--- config.mk ---
export PLATFORM = sky130hd
export DESIGN_NAME = gpcm_top
export DESIGN_NICKNAME = d
export VERILOG_FILES = /design/src/hdl/gpcm_pkg.sv /design/src/hdl/gpcm_top.sv
export SDC_FILE = /design/constraint.sdc
export NUM_CORES = 1
export LEC_CHECK = 0
export ABC_AREA = 1
export BUFFER_PORTS_ARGS = -buffer_cell sky130_fd_sc_hd__buf_2
export CAP_MARGIN = 20
export CELL_PAD_IN_SITES_DETAIL_PLACEMENT = 2
export CELL_PAD_IN_SITES_GLOBAL_PLACEMENT = 2
export CORE_MARGIN = 4
export CORE_UTILIZATION = 33
export CTS_CLUSTER_SIZE = 10
export DETAILED_ROUTE_END_ITERATION = 16
export GPL_ROUTABILITY_DRIVEN = 0
export GPL_TIMING_DRIVEN = 0
export MAX_ROUTING_LAYER = met4
export PLACE_DENSITY_LB_ADDON = 0.1
export SYNTH_ARGS = -nofsm -noshare
export SYNTH_HDL_FRONTEND = slang
export SYNTH_SLANG_ARGS = --single-unit
export TNS_END_PERCENT = 10
--- constraint.sdc ---
create_clock -name clk_i -period 2.9 [get_ports clk_i]
set_input_delay 0.29 -clock clk_i [delete_from_list [all_inputs] [get_ports clk_i]]
set_output_delay 0.29 -clock clk_i [all_outputs]
set_load 0.1 [all_outputs]
--- src/hdl/gpcm_pkg.sv ---
// Constants shared by the three-port pin configuration block
package gpcm_pkg;
    // ****************************************
    // Register map
    // ****************************************
    localparam int PORT_CNT = 3;
    localparam int PIN_CNT = 24;
    localparam logic [7:0] PORT_STRIDE = 8'h20;
    localparam logic [4:0] OFS_MODE_LOW = 5'h00;
    localparam logic [4:0] OFS_MODE_HIGH = 5'h04;
    localparam logic [4:0] OFS_INPUT_LEVEL = 5'h08;
    localparam logic [4:0] OFS_OUTPUT_LATCH = 5'h0c;
    localparam logic [4:0] OFS_OUTPUT_SET = 5'h10;
    localparam logic [4:0] OFS_OUTPUT_CLEAR = 5'h14;
    localparam logic [7:0] OFS_TIMER_ROUTE = 8'h60;
    localparam logic [7:0] OFS_DEBUG_CTRL = 8'h64;
    localparam logic [7:0] OFS_DEBUG_STATUS = 8'h68;

    // ****************************************
    // Field positions and reset values
    // ****************************************
    localparam int TIMER_ROUTE_LSB = 4;
    localparam int DBGC_EXT_REG = 0;
    localparam int DBGC_DBG_OFF = 1;
    localparam int DBGC_TRACE_SEL = 2;
    localparam int DBGS_BOOT = 0;
    localparam int DBGS_JTAG = 1;
    localparam int DBGS_SWIRE = 2;
    localparam logic [2:0] DBGC_RESET = 3'h1;
    localparam logic [7:0] TIMER_ROUTE_RESET = 8'h00;
    localparam logic [7:0] LATCH_RESET = 8'h00;

    // ****************************************
    // Pin indices of special functions
    // ****************************************
    localparam int PIN_A4 = 4;
    localparam int PIN_A5 = 5;
    localparam int PIN_A7 = 7;
    localparam int PIN_C0 = 16;
    localparam int PIN_C2 = 18;
    localparam int PIN_C3 = 19;
    localparam int PIN_C4 = 20;
    localparam int TIM_PIN_A [4] = '{0, 3, 1, 2};
    localparam int TIM_PIN_B [4] = '{9, 10, 11, 12};

    // ****************************************
    // Mode codes
    // ****************************************
    localparam logic [3:0] MODE_ANALOG = 4'h0;
    localparam logic [3:0] MODE_IN_FLOAT = 4'h4;
    localparam logic [3:0] MODE_IN_PULL = 4'h8;
    localparam logic [3:0] MODE_OUT_PP = 4'h1;
    localparam logic [3:0] MODE_OUT_OD = 4'h5;
    localparam logic [3:0] MODE_ALT_PP = 4'h9;
    localparam logic [3:0] MODE_ALT_OD = 4'hd;
    localparam logic [3:0] MODE_ALT_SCLK = 4'hb;
    localparam logic [3:0] MODE_RESET = MODE_IN_FLOAT;

    // ****************************************
    // Timing
    // ****************************************
    localparam int BOOT_RC_PERIODS = 512;
    localparam int FAST_RC_KHZ = 12000;
    localparam int CLK_KHZ = 100000;
    localparam int BOOT_DELAY_CYC =
        (BOOT_RC_PERIODS * CLK_KHZ + FAST_RC_KHZ - 1) / FAST_RC_KHZ;
endpackage

--- src/hdl/gpcm_top.sv ---
// Three 8-pin ports: mode decode, latch, input sampling, forcing, boot pin
// ****************************************
// ****************************************
//
// The implementer's own choices: the register addresses and the Wishbone slave port.
`timescale 1ns/1ps
module gpcm_top #(
    parameter int BOOT_DELAY_CYCLES = gpcm_pkg::BOOT_DELAY_CYC,
    parameter logic [23:0] ASSOC_MASK = 24'hffffff
) (
    // Clock and reset
    input wire logic clk_i,
    input wire logic rst_i,
    input wire logic boot_reset_kind_i,
    // Wishbone slave
    input wire logic wb_cyc_i,
    input wire logic wb_stb_i,
    input wire logic wb_we_i,
    input wire logic [7:0] wb_adr_i,
    input wire logic [3:0] wb_sel_i,
    input wire logic [31:0] wb_dat_i,
    output logic [31:0] wb_dat_o,
    output logic wb_ack_o,
    // Pads
    input wire logic [gpcm_pkg::PIN_CNT-1:0] pad_in_i,
    output logic [gpcm_pkg::PIN_CNT-1:0] pad_out_o,
    output logic [gpcm_pkg::PIN_CNT-1:0] pad_oe_o,
    output logic [gpcm_pkg::PIN_CNT-1:0] pad_pull_up_o,
    output logic [gpcm_pkg::PIN_CNT-1:0] pad_pull_down_o,
    output logic [gpcm_pkg::PIN_CNT-1:0] pad_analog_o,
    // Peripheral side
    input wire logic [gpcm_pkg::PIN_CNT-1:0] periph_alt_i,
    input wire logic [3:0] timer_b_ch_i,
    input wire logic [3:0] timer_b_output_enable_i,
    input wire logic packet_trace_enable_i,
    input wire logic packet_trace_data_i,
    input wire logic cpu_trace_bit2_i,
    input wire logic cpu_trace_bit3_i,
    input wire logic regulator_enable_i,
    output logic [gpcm_pkg::PIN_CNT-1:0] periph_in_o,
    // Debugger
    input wire logic dbg_jtag_active_i,
    input wire logic dbg_swire_active_i,
    input wire logic jtag_data_out_i,
    input wire logic swire_drive_i,
    input wire logic swire_data_out_i,
    output logic boot_select_captured_o
);
    import gpcm_pkg::*;

    logic [3:0] mode_r [PIN_CNT];
    logic [PIN_CNT-1:0] latch_r;
    logic [7:0] route_r;
    logic [2:0] dbgc_r;
    logic [PIN_CNT-1:0] sync1_r, sync2_r, sync3_r, level_r;
    logic [PIN_CNT-1:0] in_level_r;
    logic boot_busy_r;
    logic boot_cap_r;
    logic [15:0] boot_cnt_r;
    logic ack_r;
    logic [31:0] dat_r;
    logic [PIN_CNT-1:0] out_nxt, oe_nxt, pu_nxt, pd_nxt, ana_nxt;
    logic [PIN_CNT-1:0] out_r, oe_r, pu_r, pd_r, ana_r;
    logic wr_go, rd_go;
    logic [1:0] port_sel;
    logic [4:0] reg_sel;
    logic port_hit;
    logic dbg_on;

    // ****************************************
    // Bus decode
    // ****************************************
    // Requests are taken once; ack_r blocks a repeat in the ack cycle
    assign wr_go = wb_cyc_i & wb_stb_i & wb_we_i & ~ack_r;
    assign rd_go = wb_cyc_i & wb_stb_i & ~wb_we_i & ~ack_r;
    assign port_sel = wb_adr_i[6:5];
    assign reg_sel = wb_adr_i[4:0];
    assign port_hit = ~wb_adr_i[7] & (port_sel != 2'd3);
    assign dbg_on = ~dbgc_r[DBGC_DBG_OFF];

    // Ack one cycle after the request, dropped the cycle after
    always_ff @(posedge clk_i) begin
        if (rst_i) begin
            ack_r <= 1'b0;
        end else begin
            ack_r <= wb_cyc_i & wb_stb_i & ~ack_r;
        end
    end

    // ****************************************
    // Mode registers
    // ****************************************
    // Byte lanes 0 and 1 each hold two pin fields
    always_ff @(posedge clk_i) begin
        if (rst_i) begin
            for (int p = 0; p < PIN_CNT; p++) begin
                mode_r[p] <= MODE_RESET;
            end
        end else if (wr_go && port_hit) begin
            for (int f = 0; f < 4; f++) begin
                if (wb_sel_i[f/2] && reg_sel == OFS_MODE_LOW) begin
                    mode_r[port_sel*8+f] <= wb_dat_i[f*4 +: 4];
                end
                if (wb_sel_i[f/2] && reg_sel == OFS_MODE_HIGH) begin
                    mode_r[port_sel*8+4+f] <= wb_dat_i[f*4 +: 4];
                end
            end
        end
    end

    // Latch: direct write, or set / clear strobes with zeros ignored
    always_ff @(posedge clk_i) begin
        if (rst_i) begin
            latch_r <= {PORT_CNT{LATCH_RESET}};
        end else if (wr_go && port_hit && wb_sel_i[0]) begin
            case (reg_sel)
                OFS_OUTPUT_LATCH: begin
                    latch_r[port_sel*8 +: 8] <= wb_dat_i[7:0];
                end
                OFS_OUTPUT_SET: begin
                    latch_r[port_sel*8 +: 8] <=
                        latch_r[port_sel*8 +: 8] | wb_dat_i[7:0];
                end
                OFS_OUTPUT_CLEAR: begin
                    latch_r[port_sel*8 +: 8] <=
                        latch_r[port_sel*8 +: 8] & ~wb_dat_i[7:0];
                end
                default: begin
                end
            endcase
        end
    end

    // Timer route option and debug control
    always_ff @(posedge clk_i) begin
        if (rst_i) begin
            route_r <= TIMER_ROUTE_RESET;
            dbgc_r <= DBGC_RESET;
        end else if (wr_go && wb_sel_i[0]) begin
            if (wb_adr_i == OFS_TIMER_ROUTE) begin
                route_r <= wb_dat_i[7:0];
            end
            if (wb_adr_i == OFS_DEBUG_CTRL) begin
                dbgc_r <= wb_dat_i[2:0];
            end
        end
    end

    // Read data; unmapped and write-only offsets return zero
    always_ff @(posedge clk_i) begin
        if (rst_i) begin
            dat_r <= 32'h0000_0000;
        end else if (rd_go) begin
            dat_r <= 32'h0000_0000;
            if (port_hit) begin
                case (reg_sel)
                    OFS_MODE_LOW: begin
                        for (int f = 0; f < 4; f++) begin
                            dat_r[f*4 +: 4] <= mode_r[port_sel*8+f];
                        end
                    end
                    OFS_MODE_HIGH: begin
                        for (int f = 0; f < 4; f++) begin
                            dat_r[f*4 +: 4] <= mode_r[port_sel*8+4+f];
                        end
                    end
                    OFS_INPUT_LEVEL: begin
                        dat_r[7:0] <= in_level_r[port_sel*8 +: 8];
                    end
                    OFS_OUTPUT_LATCH: begin
                        dat_r[7:0] <= latch_r[port_sel*8 +: 8];
                    end
                    default: begin
                    end
                endcase
            end else if (wb_adr_i == OFS_TIMER_ROUTE) begin
                dat_r[7:0] <= route_r;
            end else if (wb_adr_i == OFS_DEBUG_CTRL) begin
                dat_r[2:0] <= dbgc_r;
            end else if (wb_adr_i == OFS_DEBUG_STATUS) begin
                dat_r[DBGS_BOOT] <= boot_cap_r;
                dat_r[DBGS_JTAG] <= dbg_on & dbg_jtag_active_i;
                dat_r[DBGS_SWIRE] <= dbg_on & dbg_swire_active_i;
            end
        end
    end

    // ****************************************
    // Input sampling
    // ****************************************
    // Three stages; a new level counts once stages two and three agree
    always_ff @(posedge clk_i) begin
        sync1_r <= pad_in_i;
        sync2_r <= sync1_r;
        sync3_r <= sync2_r;
        level_r <= (sync2_r & sync3_r) | (level_r & (sync2_r | sync3_r));
    end

    // Analog pins read high; sampling runs always, even for outputs
    always_ff @(posedge clk_i) begin
        if (rst_i) begin
            in_level_r <= '0;
        end else begin
            in_level_r <= level_r | ana_r;
        end
    end

    // ****************************************
    // Boot select pin
    // ****************************************
    // Only pin and always-on power resets open the sampling window
    always_ff @(posedge clk_i) begin
        if (rst_i) begin
            boot_busy_r <= boot_reset_kind_i;
            boot_cnt_r <= 16'h0000;
        end else if (boot_busy_r) begin
            boot_cnt_r <= boot_cnt_r + 16'h0001;
            if (boot_cnt_r == 16'(BOOT_DELAY_CYCLES - 1)) begin
                boot_busy_r <= 1'b0;
            end
        end
    end

    // Captured level survives resets that do not sample it
    always_ff @(posedge clk_i) begin
        if (rst_i && boot_reset_kind_i) begin
            boot_cap_r <= 1'b1;
        end else if (!rst_i && boot_busy_r &&
                     boot_cnt_r == 16'(BOOT_DELAY_CYCLES - 1)) begin
            boot_cap_r <= level_r[PIN_A5];
        end
    end

    // ****************************************
    // Pin function decode
    // ****************************************
    always_comb begin
        logic [PIN_CNT-1:0] alt;
        logic m_od;
        alt = periph_alt_i & ASSOC_MASK;
        m_od = 1'b0;
        // Enabled timer channels override serial outputs on shared pins
        for (int c = 0; c < 4; c++) begin
            if (timer_b_output_enable_i[c]) begin
                if (route_r[TIMER_ROUTE_LSB+c]) begin
                    alt[TIM_PIN_B[c]] = timer_b_ch_i[c];
                end else begin
                    alt[TIM_PIN_A[c]] = timer_b_ch_i[c];
                end
            end
        end
        alt[PIN_A4] = dbgc_r[DBGC_TRACE_SEL] ? cpu_trace_bit2_i
                                             : packet_trace_enable_i;
        alt[PIN_A5] = dbgc_r[DBGC_TRACE_SEL] ? cpu_trace_bit3_i
                                             : packet_trace_data_i;
        out_nxt = '0;
        oe_nxt = '0;
        pu_nxt = '0;
        pd_nxt = '0;
        ana_nxt = '0;
        for (int p = 0; p < PIN_CNT; p++) begin
            case (mode_r[p])
                MODE_ANALOG: begin
                    ana_nxt[p] = 1'b1;
                end
                MODE_IN_PULL: begin
                    pu_nxt[p] = latch_r[p];
                    pd_nxt[p] = ~latch_r[p];
                end
                MODE_OUT_PP: begin
                    oe_nxt[p] = 1'b1;
                    out_nxt[p] = latch_r[p];
                end
                MODE_OUT_OD: begin
                    oe_nxt[p] = ~latch_r[p];
                end
                MODE_ALT_PP, MODE_ALT_SCLK: begin
                    oe_nxt[p] = 1'b1;
                    out_nxt[p] = alt[p];
                end
                MODE_ALT_OD: begin
                    oe_nxt[p] = ~alt[p];
                end
                default: begin
                    // Floating input; reserved codes behave the same
                end
            endcase
        end
        // Boot window: pulled-up input regardless of mode
        if (boot_busy_r) begin
            oe_nxt[PIN_A5] = 1'b0;
            out_nxt[PIN_A5] = 1'b0;
            pu_nxt[PIN_A5] = 1'b1;
            pd_nxt[PIN_A5] = 1'b0;
            ana_nxt[PIN_A5] = 1'b0;
        end
        // Regulator enable as open-drain on A7
        if (dbgc_r[DBGC_EXT_REG]) begin
            m_od = ~regulator_enable_i;
            oe_nxt[PIN_A7] = m_od;
            out_nxt[PIN_A7] = 1'b0;
            pu_nxt[PIN_A7] = 1'b0;
            pd_nxt[PIN_A7] = 1'b0;
            ana_nxt[PIN_A7] = 1'b0;
        end
        // JTAG pins, unless the debugger is switched off
        if (dbg_on && dbg_jtag_active_i) begin
            oe_nxt[PIN_C0] = 1'b0;
            oe_nxt[PIN_C3] = 1'b0;
            oe_nxt[PIN_C4] = 1'b0;
            pu_nxt[PIN_C0] = 1'b1;
            pu_nxt[PIN_C3] = 1'b1;
            pu_nxt[PIN_C4] = 1'b1;
            pd_nxt[PIN_C0] = 1'b0;
            pd_nxt[PIN_C3] = 1'b0;
            pd_nxt[PIN_C4] = 1'b0;
            ana_nxt[PIN_C0] = 1'b0;
            ana_nxt[PIN_C3] = 1'b0;
            ana_nxt[PIN_C4] = 1'b0;
            oe_nxt[PIN_C2] = 1'b1;
            out_nxt[PIN_C2] = jtag_data_out_i;
            pu_nxt[PIN_C2] = 1'b0;
            pd_nxt[PIN_C2] = 1'b0;
            ana_nxt[PIN_C2] = 1'b0;
        end else if (dbg_on && dbg_swire_active_i) begin
            oe_nxt[PIN_C4] = swire_drive_i;
            out_nxt[PIN_C4] = swire_data_out_i;
            pu_nxt[PIN_C4] = 1'b0;
            pd_nxt[PIN_C4] = 1'b0;
            ana_nxt[PIN_C4] = 1'b0;
        end
    end

    // ****************************************
    // Registered pad controls
    // ****************************************
    // Pull-up on A5 is already on while a boot-sampling reset is held
    always_ff @(posedge clk_i) begin
        if (rst_i) begin
            out_r <= '0;
            oe_r <= '0;
            pd_r <= '0;
            ana_r <= '0;
            pu_r <= '0;
            pu_r[PIN_A5] <= boot_reset_kind_i;
        end else begin
            out_r <= out_nxt;
            oe_r <= oe_nxt;
            pu_r <= pu_nxt;
            pd_r <= pd_nxt;
            ana_r <= ana_nxt;
        end
    end

    assign pad_out_o = out_r;
    assign pad_oe_o = oe_r;
    assign pad_pull_up_o = pu_r;
    assign pad_pull_down_o = pd_r;
    assign pad_analog_o = ana_r;
    assign periph_in_o = in_level_r;
    assign wb_dat_o = dat_r;
    assign wb_ack_o = ack_r;
    assign boot_select_captured_o = boot_cap_r;
endmodule

==> results.toml <==
[outcome]
status = "complete, but fails checks"
failed_checks = "negative setup slack"

[setup_path]
cpMostUsedCell = "buf_2"
end_kind = "flop"
cp.arrival_ns = 3.43
cp_cell_sequence = "buf_2 -> buf_4 -> clkinv_1 -> buf_2 -> buf_2 -> ha_1 -> buf_2 -> clkinv_1 -> nand2_1 -> nand3_2 -> a21oi_1 -> o21ai_0 -> inv_1"
max_stage_delay_ns = 0.39
r2r_cells = 9
crit_type = "primary input to flop"
cpMaxStageDelayCell = "nand2_1"
startpoint_type = "primary input"
cp.required_ns = 3.43
cp_max_fo = 12

[floorplan]
design.core.area_um2 = 54300
rows = 85
start_util = 0.336
die-area_um2 = 59200
boundaryPins = 294
die_x_um = 243
die_y_um = 243

[drt]
drc_errors = 0
vias = 17776
dr.pass1.iters = 5
drt-initial-drc-count = 1144
avgRoutedWirePerCell_um = 25.1
wl_um = 85800
routed_via_density = 5.20
ant_nets = 0

[placement]
post-place-ws_ns = -0.872
dp_hpwl_um = 66500
port_buffers = 257

[timing]
drv_slew = 0
fin_ws_ns = -0.00445
slew_headroom = 0.189
fmax_mhz = 344
fin_crit_ns = 2.90
tightest_slew_ns = 1.22
period_share = 1.00
finalHoldViolCount = 0
rsz0062_at_grt = "true"
finalSetupViolCount = 1
skew_ns = 0.0197

[global_routing]
grt_max_degree = 15
grt_pass1_vias = 18990
grt_antenna_before_repair = 5
grtUsageTotal = 0.287
grt_pass1_wl_um = 123000
grt_overflow = 0

[synth]
syn_avg_cell_area_um2 = 8.18
async_reset_ff_frac = 0
synth_top_area_share = 0.340
synth_area_leader_cell = "dfxtp_1"
synth-edff-count = 128
synth_area_leaders = "dfxtp_1 (34%), edfxtp_1 (21%), nand2_1 (10%)"
syn_area_um2 = 18300
yosys_warnings = 0
synth-seq-area-share = 0.550
synthFlopType = "dfxtp_1"
synth_commonest_cells = "nand2_1 (494), dfxtp_1 (310), nor2_1 (278)"
synth_most_common_cell = "nand2_1"
yosys.cell_types.count = 46
synthCells = 2231
ys_ff_latch = 438

[pwr]
p_per_area_nw_per_um2 = 625
p_leak_nw = 10.2
finalPower_mw = 14.2
irDropWorstVdd_uv = 414

[clock_tree]
htree_levels = 2
cts_tree = "built"
numClockSinks = 438
cts_setup_buffers = 0
numCtsBuffers = 51
root_buffer = "clkbuf_16"
clock_latency_ns = 0.61
ctsLongestPathBuffers = 3
clk_pin_slew_ns = 0.07

[flow_run]
drv_cap = 0

[finish]
fin_nets = 2767
drive_gt1_frac = 0.151
area_growth_syn_to_layout_pct = 24.6
utilization = 0.418

[worst_hold_path]
holdPathStages = 1
hold_path_class = "primary input to flop"
-- worst max-delay path: cells and delay by family --
family / cells / cell delay [ns]
AO/OA/AOI/OAI: 2 / 0.41
AND/OR/NAND/NOR: 2 / 0.65
adder cells (fa/ha/maj): 1 / 0.19
buffers and inverters: 8 / 1.85
-- where the power goes --
part / switching [mW] / internal [mW]
clock network: 2.57 / 3.34
logic: 1.25 / 0.348
registers: 0.182 / 6.53
total: 4.00 / 10.2
-- kinds of logic after synthesis --
kind of cell    share of synthesized area
buf+inv                            0.0787
flops                               0.550
other cells                      0.000205
fa+ha+maj                          0.0180
compound gates                     0.0891
simple gates                        0.262
xor+xnor                          0.00144
mux                              0.000548
-- sequential cells by signal, summed over array words and instances (netlist names), 3 cells and up, named ones only --
register and cells:
boot_cnt_r 16, dbgc_r 3, level_r 24, mode_r 128, pad_analog_o 24, pad_oe_o 24
pad_out_o 24, pad_pull_down_o 24, pad_pull_up_o 24, periph_in_o 24, route_r 8, sync1_r 24
sync2_r 24, sync3_r 24, wb_dat_o 16
-- cells in the final DEF (no fill, tap or decap), drive strengths merged, types with 3 or more instances in the layout --
master,netlist,layout
nor2,285,285
or2,3,3
o211ai,16,16
conb,1,48
clkbuf,47,125
nand3,182,182
o21ai,99,99
dlygate4sd3,0,50
ha,7,7
a21oi,146,146
diode,0,4
buf,49,312
clkinv,6,7
nand2,498,498
dfxtp,310,310
edfxtp,128,128
inv,252,254
nor3,74,74
o2111ai,10,10
nand4,35,35
maj3,24,24
nor4,28,28
a22oi,16,16
-- repair_timing --
| action | in CTS | in global routing |
|---|---|---|
| hold endpoints to repair | 62 | 0 |
| gates resized for setup | 4 | 5 |
| setup endpoints to repair | 60 | 38 |
| hold buffers | 50 | 0 |
-- final cells by class --
class | count | area, um^2
inverters | 258 | 972
multi-input cells | 1486 | 6960
clock inverters | 4 | 61.3
plain buffers | 96 | 474
repair buffers | 313 | 1880
clock buffers | 78 | 1420
flip-flops and latches | 438 | 10000
fillers | 6098 | 31600
diodes | 4 | 10.0
well taps | 739 | 925
-- per-layer routing --
layer	global-route usage	wire length, um
met1	0.346	35600
met3	0.0391	4400
met4	0.132	4590
met5	-	0
met2	0.480	41200
-- through the flow --
step	area, um^2	setup TNS [ns]	std cells	hold slack, ns
4_1_cts	22700	0	3412	0.000513
5_1_grt	22700	-0.979	3415	0.00896
6_report	22700	-0.00445	3416	0.0372
3_5_place_dp	20700	-97.28	3280	0.313
3_3_place_gp	20600	-83.15	3274	0.310
2_1_floorplan	18400	0	2278	0.310
-- final timing paths --
path,from,endpoint,slack (ns)
setup / recovery,wb_adr_i[5],flop,-0.004
hold / removal,wb_dat_i[4],mode_r[29][0],0.04
setup reg to reg,wb_ack_o,mode_r[9][3],0.27
hold reg to reg,sync1_r[6],sync2_r[6],0.32
No activity file was read; power rests on OpenSTA's default activity.
